$ cat config.mk
export PLATFORM = sky130hd
export DESIGN_NAME = lbc_input_logic
export DESIGN_NICKNAME = d
export VERILOG_FILES = /design/src/logic/lbc_input_logic.v
export VERILOG_INCLUDE_DIRS = /design/src /design/src/logic
export SDC_FILE = /design/constraint.sdc
export NUM_CORES = 1
export LEC_CHECK = 0
export BUFFER_PORTS_ARGS = -buffer_cell sky130_fd_sc_hd__buf_2
export CELL_PAD_IN_SITES_DETAIL_PLACEMENT = 0
export CELL_PAD_IN_SITES_GLOBAL_PLACEMENT = 2
export CORE_UTILIZATION = 40
export CTS_BUF_LIST = sky130_fd_sc_hd__clkbuf_16
export DETAILED_ROUTE_END_ITERATION = 6
export PLACE_DENSITY = 0.87
export SETUP_SLACK_MARGIN = 0.4
export SKIP_CTS_REPAIR_TIMING = 1
export SLEW_MARGIN = 15
export SYNTH_ARGS = -nofsm -noshare
export SYNTH_HDL_FRONTEND = slang
export SYNTH_SLANG_ARGS = --single-unit
$ cat constraint.sdc
create_clock -name core_clk_i -period 6 [get_ports core_clk_i]
set_clock_uncertainty 0.15 [all_clocks]
set_input_delay 0.6 -clock core_clk_i [delete_from_list [all_inputs] [get_ports core_clk_i]]
set_output_delay 0.6 -clock core_clk_i [all_outputs]
set_load 0.01 [all_outputs]
$ cat src/logic/lbc_map.vh
// Constants for the light-bar control input logic
`ifndef LBC_MAP_VH
`define LBC_MAP_VH
// Register byte offsets
`define LBC_OFS_CTRL 8'h00
`define LBC_OFS_PAT1 8'h04
`define LBC_OFS_PAT2 8'h08
`define LBC_OFS_PAT3 8'h0C
`define LBC_OFS_PATI 8'h10
`define LBC_OFS_STAT 8'h14
// Control register fields and reset values
`define LBC_CTRL_CUTPOL_BIT 0
`define LBC_CTRL_RST 1'b0
`define LBC_PAT_RST 4'h0
// Status register field positions
`define LBC_STAT_MODE_LSB 0
`define LBC_STAT_ISEC_BIT 2
`define LBC_STAT_LP_BIT 3
`define LBC_STAT_PROG_BIT 4
`define LBC_STAT_DWINT_BIT 5
`define LBC_STAT_CUTPOL_BIT 6
// Configuration switch positions (switch n sits at bit n-1)
`define LBC_SW_SCENE 2
`define LBC_SW_DWINT 3
`define LBC_SW_STEPDIR 4
`define LBC_SW_PROG 5
`define LBC_SW_ISEC_A 6
`define LBC_SW_ISEC_B 7
// Timing
`define LBC_CLK_HZ 20000000
`define LBC_DEB_US 5000
// Debounce count: LBC_DEB_US at LBC_CLK_HZ, sized for the 20-bit counter
`define LBC_DEB_CYC 20'h186A0
`define LBC_ISEC_S 8
// Timeout count: LBC_ISEC_S at LBC_CLK_HZ, sized for the 28-bit counter
`define LBC_ISEC_CYC 28'h9896800
`define LBC_CAP_WAIT 2'h3
`endif

$ cat src/logic/lbc_input_logic.v
// Light-bar control input decision logic with register port
//
// Local design decisions: the address-and-strobe port and the address map.
`timescale 1ns/1ps
`include "lbc_map.vh"
module lbc_input_logic #(
    parameter [19:0] DEB_CYC = `LBC_DEB_CYC,
    parameter [27:0] ISEC_CYC = `LBC_ISEC_CYC
) (
    input wire core_clk_i,
    input wire reset_i,
    input wire clk_en_i,
    input wire mode1_i,
    input wire mode2_i,
    input wire mode3_i,
    input wire steady_i,
    input wire isec_i,
    input wire flash_td_i,
    input wire alley_l_i,
    input wire alley_r_i,
    input wire takedown_i,
    input wire front_cut_i,
    input wire rear_cut_i,
    input wire low_power_i,
    input wire test_i,
    input wire [7:0] dw_ext_i,
    input wire [7:0] config_switch_bank_i,
    input wire pattern_step_button_i,
    input wire [7:0] addr_i,
    input wire [31:0] wdata_i,
    input wire wr_i,
    input wire rd_i,
    output reg [31:0] rdata_o,
    output reg [1:0] mode_o,
    output reg [3:0] pattern_o,
    output reg isec_o,
    output reg front_en_o,
    output reg rear_en_o,
    output reg steady_o,
    output reg alley_l_o,
    output reg alley_r_o,
    output reg alley_flash_o,
    output reg td_flash_o,
    output reg td_steady_o,
    output reg low_power_o,
    output reg autodim_ovr_o,
    output reg scene_l_o,
    output reg scene_r_o,
    output reg test_o,
    output reg dw_internal_o,
    output reg [7:0] dw_ext_o,
    output reg program_o
);
    localparam NIN = 15; // Debounced control leads
    // Intersection behaviour codes from switches seven/eight
    localparam [1:0] ISB_LEVEL = 2'h0;
    localparam [1:0] ISB_TOGGLE = 2'h1;
    localparam [1:0] ISB_TIMED = 2'h2;

    // Mode arbitration, used for both output and change detection
    function [1:0] arb_mode;
        input m1;
        input m2;
        input m3;
        begin
            if (m3) begin
                arb_mode = 2'h3;
            end else if (m2) begin
                arb_mode = 2'h2;
            end else if (m1) begin
                arb_mode = 2'h1;
            end else begin
                arb_mode = 2'h0;
            end
        end
    endfunction

    // Raw lead vector, bit order fixed below
    wire [NIN-1:0] raw_in;
    assign raw_in = {pattern_step_button_i, test_i, low_power_i,
        rear_cut_i, front_cut_i, takedown_i, alley_r_i, alley_l_i,
        flash_td_i, isec_i, steady_i, mode3_i, mode2_i, mode1_i, 1'b0};
    wire [NIN-1:0] deb; // Clean levels, high means asserted except cutoffs when cutpol_reg is 1
    reg [7:0] sw_s1_reg; // Switch sync stages
    reg [7:0] sw_s2_reg;
    reg [7:0] dw_s1_reg; // Head sync stages
    reg [7:0] dw_s2_reg;

    // Per-lead sync and debounce; bounce would double-step toggles
    genvar g;
    generate
        for (g = 0; g < NIN; g = g + 1) begin : g_in
            reg s1_reg;
            reg s2_reg;
            reg lvl_reg;
            reg [19:0] cnt_reg;
            always @(posedge core_clk_i) begin
                if (reset_i) begin
                    s1_reg <= 1'b0;
                    s2_reg <= 1'b0;
                    lvl_reg <= 1'b0;
                    cnt_reg <= 20'h00000;
                end else if (clk_en_i) begin
                    s1_reg <= raw_in[g];
                    s2_reg <= s1_reg;
                    // Accept a new level only after it stays put
                    if (s2_reg == lvl_reg) begin
                        cnt_reg <= 20'h00000;
                    end else if (cnt_reg >= DEB_CYC - 20'h00001) begin
                        lvl_reg <= s2_reg;
                        cnt_reg <= 20'h00000;
                    end else begin
                        cnt_reg <= cnt_reg + 20'h00001;
                    end
                end
            end
            assign deb[g] = lvl_reg;
        end
    endgenerate

    // Named clean levels
    wire m1 = deb[1];
    wire m2 = deb[2];
    wire m3 = deb[3];
    wire steady_l = deb[4];
    wire isec_l = deb[5];
    wire ftd_l = deb[6];
    wire al_l = deb[7];
    wire ar_l = deb[8];
    wire td_l = deb[9];
    wire fc_l = deb[10];
    wire rc_l = deb[11];
    wire lp_l = deb[12];
    wire test_l = deb[13];
    wire btn_l = deb[14];

    reg [NIN-1:0] deb_d_reg; // Previous clean levels for edges
    reg [1:0] cap_cnt_reg; // Power-up wait before switch capture
    reg cap_done_reg;
    reg [7:0] sw_reg; // Switches as seen at power-up
    reg cutpol_reg; // Shared cutoff polarity, 1 = low active
    reg [3:0] pat_reg [0:3]; // Index 0 intersection, 1..3 modes
    reg isec_tog_reg; // Toggle behaviour state
    reg isec_tmr_reg; // Timed behaviour running
    reg [27:0] isec_cnt_reg; // Timed behaviour count
    reg [2:0] state_d_reg; // Previous {mode, intersection}
    reg lp_block_reg; // Low power held off since mode change

    // Edges of clean levels
    wire [NIN-1:0] rise = deb & ~deb_d_reg;
    wire [NIN-1:0] fall = ~deb & deb_d_reg;

    // Decoded power-up configuration
    wire scene = sw_reg[`LBC_SW_SCENE];
    wire dw_int = sw_reg[`LBC_SW_DWINT];
    wire step_back = sw_reg[`LBC_SW_STEPDIR];
    wire prog = sw_reg[`LBC_SW_PROG];
    wire [1:0] isb = {sw_reg[`LBC_SW_ISEC_B], sw_reg[`LBC_SW_ISEC_A]};

    // Combinational decisions
    wire [1:0] mode = arb_mode(m1, m2, m3);
    wire mode_on = (mode != 2'h0);
    wire isec_in = isec_l & ~scene;
    reg isec_raw;
    always @* begin
        // Behaviour select; both-on is unlisted, treated as level
        case (isb)
            ISB_LEVEL: isec_raw = isec_in;
            ISB_TOGGLE: isec_raw = isec_tog_reg;
            ISB_TIMED: isec_raw = isec_tmr_reg;
            default: isec_raw = isec_in;
        endcase
    end
    wire isec_act = isec_raw & mode_on;
    // Shared polarity for both cutoffs
    wire cut_f = cutpol_reg ? ~fc_l : fc_l;
    wire cut_r = cutpol_reg ? ~rc_l : rc_l;
    wire ftd_act = ftd_l & mode_on;
    wire [2:0] state_now = {mode, isec_act};
    wire mode_chg = (state_now != state_d_reg);
    wire lp_ok = (mode == 2'h1 || mode == 2'h2) & ~isec_act;
    wire [1:0] sel = isec_act ? 2'h0 : mode;
    wire do_step = prog & rise[14] & mode_on;

    // Power-up switch capture and edge history
    always @(posedge core_clk_i) begin
        if (reset_i) begin
            cap_cnt_reg <= 2'h0;
            cap_done_reg <= 1'b0;
            sw_reg <= 8'h00;
            sw_s1_reg <= 8'h00;
            sw_s2_reg <= 8'h00;
            dw_s1_reg <= 8'h00;
            dw_s2_reg <= 8'h00;
            deb_d_reg <= {NIN{1'b0}};
        end else if (clk_en_i) begin
            sw_s1_reg <= config_switch_bank_i;
            sw_s2_reg <= sw_s1_reg;
            dw_s1_reg <= dw_ext_i;
            dw_s2_reg <= dw_s1_reg;
            deb_d_reg <= deb;
            // Switches are frozen after this; moving them needs a reset_i pulse
            if (!cap_done_reg) begin
                if (cap_cnt_reg == `LBC_CAP_WAIT) begin
                    sw_reg <= sw_s2_reg;
                    cap_done_reg <= 1'b1;
                end else begin
                    cap_cnt_reg <= cap_cnt_reg + 2'h1;
                end
            end
        end
    end

    // Intersection toggle and timer
    always @(posedge core_clk_i) begin
        if (reset_i) begin
            isec_tog_reg <= 1'b0;
            isec_tmr_reg <= 1'b0;
            isec_cnt_reg <= 28'h0000000;
        end else if (clk_en_i) begin
            // Toggle state dropped with the mode so it restarts off
            if (!mode_on) begin
                isec_tog_reg <= 1'b0;
            end else if (rise[5] && !scene) begin
                isec_tog_reg <= ~isec_tog_reg;
            end
            if (rise[5] && !scene && mode_on) begin
                isec_tmr_reg <= 1'b1;
                isec_cnt_reg <= 28'h0000000;
            end else if (!mode_on) begin
                isec_tmr_reg <= 1'b0;
            end else if (isec_tmr_reg) begin
                // Counted in clock cycles, no separate timebase
                if (isec_cnt_reg >= ISEC_CYC - 28'h0000001) begin
                    isec_tmr_reg <= 1'b0;
                end else begin
                    isec_cnt_reg <= isec_cnt_reg + 28'h0000001;
                end
            end
        end
    end

    // Low power lockout after a mode change
    always @(posedge core_clk_i) begin
        if (reset_i) begin
            state_d_reg <= 3'h0;
            lp_block_reg <= 1'b0;
        end else if (clk_en_i) begin
            state_d_reg <= state_now;
            // Change wins over re-arm in the same cycle
            if (mode_chg) begin
                lp_block_reg <= 1'b1;
            end else if (!lp_l) begin
                lp_block_reg <= 1'b0;
            end
        end
    end

    // Register writes and button stepping share the pattern store
    integer i;
    always @(posedge core_clk_i) begin
        if (reset_i) begin
            cutpol_reg <= `LBC_CTRL_RST;
            for (i = 0; i < 4; i = i + 1) begin
                pat_reg[i] <= `LBC_PAT_RST;
            end
        end else if (clk_en_i) begin
            if (wr_i) begin
                case (addr_i)
                    `LBC_OFS_CTRL: cutpol_reg <=
                        wdata_i[`LBC_CTRL_CUTPOL_BIT];
                    `LBC_OFS_PAT1: pat_reg[1] <= wdata_i[3:0];
                    `LBC_OFS_PAT2: pat_reg[2] <= wdata_i[3:0];
                    `LBC_OFS_PAT3: pat_reg[3] <= wdata_i[3:0];
                    `LBC_OFS_PATI: pat_reg[0] <= wdata_i[3:0];
                    default: ;
                endcase
            end else if (do_step) begin
                // Index wraps at either end of the range
                if (step_back) begin
                    pat_reg[sel] <= pat_reg[sel] - 4'h1;
                end else begin
                    pat_reg[sel] <= pat_reg[sel] + 4'h1;
                end
            end
        end
    end

    // Read port, data one cycle after the strobe, zero elsewhere
    always @(posedge core_clk_i) begin
        if (reset_i) begin
            rdata_o <= 32'h00000000;
        end else if (clk_en_i) begin
            rdata_o <= 32'h00000000;
            if (rd_i) begin
                case (addr_i)
                    `LBC_OFS_CTRL: rdata_o[`LBC_CTRL_CUTPOL_BIT] <=
                        cutpol_reg;
                    `LBC_OFS_PAT1: rdata_o[3:0] <= pat_reg[1];
                    `LBC_OFS_PAT2: rdata_o[3:0] <= pat_reg[2];
                    `LBC_OFS_PAT3: rdata_o[3:0] <= pat_reg[3];
                    `LBC_OFS_PATI: rdata_o[3:0] <= pat_reg[0];
                    `LBC_OFS_STAT: begin
                        rdata_o[`LBC_STAT_MODE_LSB+1:`LBC_STAT_MODE_LSB]
                            <= mode_o;
                        rdata_o[`LBC_STAT_ISEC_BIT] <= isec_o;
                        rdata_o[`LBC_STAT_LP_BIT] <= low_power_o;
                        rdata_o[`LBC_STAT_PROG_BIT] <= program_o;
                        rdata_o[`LBC_STAT_DWINT_BIT] <= dw_internal_o;
                        rdata_o[`LBC_STAT_CUTPOL_BIT] <= cutpol_reg;
                    end
                    default: ;
                endcase
            end
        end
    end

    // Registered requests toward the light bar
    always @(posedge core_clk_i) begin
        if (reset_i) begin
            mode_o <= 2'h0;
            pattern_o <= 4'h0;
            isec_o <= 1'b0;
            front_en_o <= 1'b0;
            rear_en_o <= 1'b0;
            steady_o <= 1'b0;
            alley_l_o <= 1'b0;
            alley_r_o <= 1'b0;
            alley_flash_o <= 1'b0;
            td_flash_o <= 1'b0;
            td_steady_o <= 1'b0;
            low_power_o <= 1'b0;
            autodim_ovr_o <= 1'b0;
            scene_l_o <= 1'b0;
            scene_r_o <= 1'b0;
            test_o <= 1'b0;
            dw_internal_o <= 1'b0;
            dw_ext_o <= 8'h00;
            program_o <= 1'b0;
        end else if (clk_en_i) begin
            mode_o <= mode;
            pattern_o <= mode_on ? pat_reg[sel] : 4'h0;
            isec_o <= isec_act;
            front_en_o <= mode_on & ~cut_f;
            rear_en_o <= mode_on & ~cut_r;
            steady_o <= steady_l & mode_on;
            alley_l_o <= al_l;
            alley_r_o <= ar_l;
            alley_flash_o <= ftd_act;
            // Takedown flash gone under front cutoff or steady takedown
            td_flash_o <= ftd_act & ~cut_f & ~td_l;
            td_steady_o <= td_l;
            // Change cycle itself gated so no dim leaks into the new mode
            low_power_o <= lp_l & lp_ok & ~lp_block_reg & ~mode_chg;
            autodim_ovr_o <= fall[12];
            scene_l_o <= scene & isec_l;
            scene_r_o <= scene & test_l;
            test_o <= ~scene & test_l;
            dw_internal_o <= dw_int;
            dw_ext_o <= dw_int ? 8'h00 : dw_s2_reg;
            program_o <= prog;
        end
    end
endmodule

==> reports/metrics.csv, run 1 <==
stage,metric,value,unit
run_status,outcome,finished clean,
setup_path,"delay-heaviest family, CP",simple AND/OR/NAND/NOR gates,
floorplanning,Chip Width,233,um
timing,Slew Limit Fails,0,
synth,Post-Synthesis Cells,2545,
setup_path,WP data required,6.18,ns
detailed_routing,Initial DRC Count,1038,
setup_path,WP buf/inv,2,
run,Max Cap Violations,0,
synth,Synth async-reset ratio,0,%
timing,setup TNS,0,ns
setup_path,CP Class,reg2reg,
cells_and_area,# diodes,0,
power_and_ir_drop,Tot Pwr,6.22,mW
detailed_routing,Vias/cell,5.53,
timing,fmax,247,MHz
cells_and_area,"commonest non-fill, non-tap cells in the layout","dfxtp_1 (431), nand2_1 (313), nor2_1 (253)",
detailed_routing,First-pass DRT Iterations,6,
place,port buffer count,81,
synth,"Seq/Total Area, Yosys",42.9,%
synth,Syn Area/Cell,8.35,um^2
clock_tree,CTS tree,built,
timing,"Hold Vio Cnt, Final",0,
detailed_routing,via count,18200,
synth,Synth Area in Compound Gates,16.3,%
timing,RSZ-0062 raised after global routing,false,
place,RD Place Congestion,0.862,
setup_path,crit-path cells,or2_1 > inv_1 > ha_1 > inv_1 > nand2_1 > or4_1 > nor2_1 > xnor2_1 > ha_1 > nand2b_1 > o21ai_0 > xnor2_1 > o21a_1 > nor2_1,
cells_and_area,Largest register FFs,280,
setup_path,Critical Path AT,4.23,ns
clock_tree,Clock Sinks,447,
clock_tree,Clock Latency Late Sink,0.59,ns
place,hpwl dp,33900,um
clock_tree,clock-pin slew of the registers on the worst-case setup and hold paths,0.06,ns
global_route,largest net degree at the start of global routing,138,
timing,final setup vio count,0,
synth,post-synthesis xor/xnor area fraction,3.33,%
clock_tree,maximum clock path buffer count,3,
global_route,All-Layer GR Usage,19.5,%
floorplanning,row count,84,
cells_and_area,fin area,0.0236,mm^2
floorplanning,height of the die,233,um
cells_and_area,"commonest non-fill, non-tap cell in the layout",dfxtp_1,
floorplanning,io pins,137,
global_route,number of global-route vias before repair,17100,
place,placed cells,3203,
timing,period utilisation layout,67.4,%
setup_path,"Slowest-stage cell, CP",or4_1,
synth,"FF+latch count, synth",447,
setup_path,CP peak stage delay,0.69,ns
setup_path,critical path endpoint category,flip-flop,
synth,post-synthesis adder-cell area fraction,1.24,%
detailed_routing,wire length per cell,16.0,um
cells_and_area,Area Overhead vs Synth,11.1,%
floorplanning,Starting Density,40.4,%
power_and_ir_drop,leakage,8.52,nW
floorplanning,core box area,0.0526,mm^2
synth,cell area after synthesis,0.0213,mm^2
detailed_routing,Final ANT Viol Nets,0,
clock_tree,H-tree levels,2,
clock_tree,Clock Root Buffer,clkbuf_16,
synth,post-synth cell types,84,
detailed_routing,Routed WL,52500,um
synth,post-synthesis simple-gate area fraction,28.0,%
global_route,first-pass GRT wire length,87100,um
power_and_ir_drop,pwr/cell area,263,mW/mm^2
synth,yosys warns,0,
synth,Main synth FF type,dfxtp_1,
global_route,grt total ovfl,0,
timing,minimum clock period,4.04,ns
cells_and_area,Layout Cells excl Fill,3294,
hold_path,worst hold path type,in2reg,
power_and_ir_drop,VDD IR-drop max,0.179,mV
setup_path,Startpoint Class,flip-flop,
cells_and_area,final net count,2663,
timing,Worst slew margin,33.6,%
clock_tree,Num CTS Buffers,50,
floorplanning,die footprint,0.0541,mm^2
synth,Post-synth EDFFs,16,
timing,measured slew at the worst slew-check pin,0.988,ns
detailed_routing,Remaining DRCs,0,
synth,largest family of logic cells by synthesized area,simple AND/OR/NAND/NOR gates,
synth,mux contribution to synthesized area,4.69,%
place,placement-stage cell area,0.0221,mm^2
cells_and_area,layout cells sized above 1,7.71,%
setup_path,Crit Path Max Fanout,16,
global_route,initial antenna violation count,3,
kinds of logic (layout without fill, tap and decap cells):
family | count (synthesis) | count (layout)
xor gates and xnor gates | 80 | 80
adders and majority gates | 21 | 21
DFF | 447 | 447
and+or+nand+nor | 1172 | 1172
buffers and inverters | 169 | 206
AOI/OAI and AO/OA | 556 | 556
muxes | 99 | 99
other | 1 | 25
metal layers:
metal	routed length (um)	GRT usage [%]
met1	25500	27.1
met2	23400	30.6
met3	2570	3.59
met5	0	0
met4	1100	5.35
final cells by class:
cell class / count / area, um^2
Fill cell: 5227 / 28900
Multi-Input combinational cell: 1953 / 11500
Sequential cell: 447 / 9110
Clock buffer: 51 / 1280
Tap cell: 688 / 861
Timing Repair Buffer: 95 / 554
Clock inverter: 40 / 258
Inverter: 20 / 77.6
synthesized netlist by cell type, types with 17 or more instances:
library cell	number	area (um^2)
dfxtp_1	431	8630
nand2_1	313	1170
nor2_1	254	953
a21oi_1	182	911
o21ai_0	147	736
nand3_1	146	731
clkbuf_1	94	353
mux2i_1	94	941
and2_1	74	463
or3_1	59	369
and3_1	57	357
a31oi_1	51	319
nor3_1	46	230
xor2_1	41	359
xnor2_1	38	333
nor4_1	33	206
and4_1	31	272
buf_4	28	210
nand4b_1	28	245
or4_1	26	195
nand4_1	23	144
ha_1	21	263
inv_1	20	75.1
a22o_1	18	158
a22oi_1	18	135
buf_1	17	63.8
path summary, 6_finish.rpt:
kind	start	end	slack [ns]	cells past startpoint
max	g_in[3].lvl_reg$_SDFFE_PP0P_	pat_reg[1][2]$_SDFFCE_PN0P_	1.96	14
max reg2reg	g_in[3].lvl_reg$_SDFFE_PP0P_	pat_reg[1][2]$_SDFFCE_PN0P_	1.96	14
min	mode2_i	g_in[2].s1_reg$_SDFFE_PP0P_	0.1	3
min reg2reg	g_in[5].cnt_reg[18]$_SDFFE_PP0P_	g_in[5].cnt_reg[18]$_SDFFE_PP0P_	0.30	1
worst reg2reg max path: stages (launching register included):
cell and delay [ns]:
dfxtp_1 0.66, or2_1 0.31, inv_1 0.14, ha_1 0.27, inv_1 0.18, nand2_1 0.09
or4_1 0.69, nor2_1 0.20, xnor2_1 0.13, ha_1 0.17, nand2b_1 0.11, o21ai_0 0.10
xnor2_1 0.39, o21a_1 0.17, nor2_1 0.04
where the power goes:
part	leakage, nW	total (mW)	switching (mW)	internal [mW]
clock network	0.795	2.90	1.24	1.66
logic	4.09	0.274	0.192	0.0818
registers	3.63	3.04	0.0242	3.02
metrics by stage:
stage          util, %  worst slack (ns)  hold slack (ns)
3_3_place_gp      42.0              2.05            0.284
2_1_floorplan        -              2.63            0.271
4_1_cts           44.9              1.98           0.0535
6_report          44.9              1.96           0.0961
3_5_place_dp      42.0              2.02            0.290
5_1_grt           44.9              1.73           0.0892
Note: power is estimated with default switching activity, not from simulation.
==> run 2, diff against run 1 <==
CORE_UTILIZATION = 34   (was 40)
PLACE_DENSITY = 0.79   (was 0.87)
clock period = 3.4 ns   (was 6 ns; I/O delays follow)
==> run 2 against run 1 <==
- clock power increased by 72%
- flip-flop and latch count is the same
- largest cell class unchanged
- critical path depth unchanged
- final cell count up 6.7%
- worst setup slack got worse by 1.5 ns
- register-to-register slack worse by 1.5 ns
- clock-buffer cell count increased by 2
- design area grew 3.9%
- critical endpoint unchanged
- sequential share of layout area fell by 1.4 points
==> reports/metrics.csv, run 2 (synthesis results as in run 1) <==
stage,metric,value,unit,change
run_status,outcome,finished clean,,unchanged
timing,"Hold Vio Cnt, Final",0,,unchanged
detailed_routing,Remaining DRCs,0,,unchanged
timing,Slew Limit Fails,0,,unchanged
place,port buffer count,81,,unchanged
detailed_routing,Final ANT Viol Nets,0,,unchanged
setup_path,r2r setup slk,0.44,ns,was 1.96 ns
timing,final setup vio count,0,,unchanged
place,RD Place Congestion,0.830,,was 0.862
timing,Worst slew margin,32.3,%,was 33.6%
floorplanning,Starting Density,34.4,%,was 40.4%
clock_tree,maximum clock path buffer count,3,,unchanged
cells_and_area,Largest register FFs,280,,unchanged
power_and_ir_drop,pwr/cell area,444,mW/mm^2,was 263 mW/mm^2
cells_and_area,final net count,2736,,was 2663
cells_and_area,"commonest non-fill, non-tap cells in the layout","dfxtp_1 (427), nand2_1 (313), nor2_1 (251)",,"was dfxtp_1 (431), nand2_1 (313), nor2_1 (253)"
global_route,first-pass GRT wire length,90700,um,was 87100 um
clock_tree,CTS tree,built,,unchanged
timing,setup TNS,0,ns,unchanged
setup_path,Critical Path AT,3.15,ns,was 4.23 ns
global_route,grt total ovfl,0,,unchanged
setup_path,Crit Path Max Fanout,7,,was 16
timing,fmax,338,MHz,was 247 MHz
global_route,All-Layer GR Usage,17.2,%,was 19.5%
clock_tree,H-tree levels,2,,unchanged
cells_and_area,layout cells sized above 1,9.64,%,was 7.71%
detailed_routing,via count,18700,,was 18200
power_and_ir_drop,leakage,8.88,nW,was 8.52 nW
detailed_routing,Initial DRC Count,1323,,was 1038
place,hpwl dp,35900,um,was 33900 um
timing,minimum clock period,2.96,ns,was 4.04 ns
place,Setup WS pre-CTS,0.114,ns,was 2.02 ns
global_route,largest net degree at the start of global routing,142,,was 138
power_and_ir_drop,Tot Pwr,10.9,mW,was 6.22 mW
setup_path,WP data required,3.59,ns,was 6.18 ns
hold_path,Min-Delay Startpoint,addr_i[4],,was mode2_i
floorplanning,Chip Width,252,um,was 233 um
detailed_routing,wire length per cell,15.8,um,was 16.0 um
clock_tree,Clock Latency Late Sink,0.58,ns,was 0.59 ns
cells_and_area,FILL cells,6335,,was 5227
cells_and_area,# diodes,0,,unchanged
setup_path,R2R Path Start,g_in[2].lvl_reg$_SDFFE_PP0P_,,was g_in[3].lvl_reg$_SDFFE_PP0P_
setup_path,critical path endpoint category,flip-flop,,unchanged
floorplanning,io pins,137,,unchanged
floorplanning,height of the die,252,um,was 233 um
setup_path,Startpoint Class,flip-flop,,unchanged
hold_path,worst hold path type,in2reg,,unchanged
global_route,initial antenna violation count,0,,was 3
detailed_routing,Routed WL,55600,um,was 52500 um
clock_tree,clock-pin slew of the registers on the worst-case setup and hold paths,0.06,ns,about the same
power_and_ir_drop,VDD IR-drop max,0.373,mV,was 0.179 mV
floorplanning,row count,91,,was 84
setup_path,CP Class,reg2reg,,unchanged
cells_and_area,register area,0.00912,mm^2,was 0.00911 mm^2
global_route,number of global-route vias before repair,17600,,was 17100
clock_tree,Num CTS Buffers,51,,was 50
timing,final worst slack,0.439,ns,was 1.96 ns
setup_path,CP startpoint,g_in[2].lvl_reg$_SDFFE_PP0P_,,was g_in[3].lvl_reg$_SDFFE_PP0P_
floorplanning,core box area,0.0617,mm^2,was 0.0526 mm^2
timing,RSZ-0062 raised after global routing,true,,was false
floorplanning,die footprint,0.0635,mm^2,was 0.0541 mm^2
clock_tree,Clock Root Buffer,clkbuf_16,,unchanged
cells_and_area,Area Overhead vs Synth,15.4,%,was 11.1%
timing,measured slew at the worst slew-check pin,1.02,ns,was 0.988 ns
clock_tree,Clock Sinks,447,,unchanged
timing,period utilisation layout,87.1,%,was 67.4%
run,Max Cap Violations,0,,unchanged
cells_and_area,"commonest non-fill, non-tap cell in the layout",dfxtp_1,,unchanged
detailed_routing,Vias/cell,5.33,,was 5.53
cells_and_area,combined area of the multi-input logic cells,0.0116,mm^2,was 0.0115 mm^2
detailed_routing,First-pass DRT Iterations,5,,was 6
-- run 2: critical path, cell delays in order (launching register included) --
cell and delay (ns):
dfxtp_4 0.37, buf_6 0.12, or2_4 0.12, inv_2 0.07
ha_4 0.20, a211o_4 0.35, a211oi_4 0.33, xnor2_2 0.12
ha_2 0.18, buf_4 0.12, nand2_1 0.07, o21ai_2 0.07
xnor2_2 0.25, o21a_1 0.15, nor2_1 0.04
-- run 2: area by class of cell --
cell class,count,share of cell area (%)
Timing Repair Buffer,167,4.93
Inverter,20,0.316
Tap cell,837,4.27
Clock inverter,37,0.627
Multi-Input combinational cell,1953,47.3
Sequential cell,447,37.2
Clock buffer,53,5.41
-- run 2: path summary, 6_finish.rpt --
kind | to | cells past startpoint
worst max-delay path | pat_reg[1][2]$_SDFFCE_PN0P_ | 14
worst min-delay path | cutpol_reg$_SDFFE_PP0P_ | 4
worst max register to register | pat_reg[1][2]$_SDFFCE_PN0P_ | 14
worst min register to register | g_in[5].cnt_reg[18]$_SDFFE_PP0P_ | 1
-- run 2: stage by stage --
step	hold WS, ns	util [%]	area (um^2)	cells
finish	0.116	39.8	24500	3514
global placement	0.285	36.6	22600	3385
detailed placement	0.291	36.6	22600	3385
global route	0.136	39.8	24500	3514
CTS	-0.199	39.0	24000	3475
floorplan	0.271	-	21400	2569
-- run 2: power by group --
| part | leakage (nW) | switching (mW) | internal (mW) |
|---|---|---|---|
| logic | 4.45 | 0.356 | 0.190 |
| clock network | 0.792 | 2.20 | 2.78 |
| registers | 3.63 | 0.0445 | 5.32 |
-- run 2: per-layer routing --
metal | wire (um) | track usage (%) | up-vias
li1 | - | - | 9343
met1 | 27100 | 23.6 | 8983
met2 | 25100 | 27.8 | 312
met3 | 2070 | 2.50 | 83
met4 | 1250 | 4.87 | 0
met5 | 0 | 0 | -
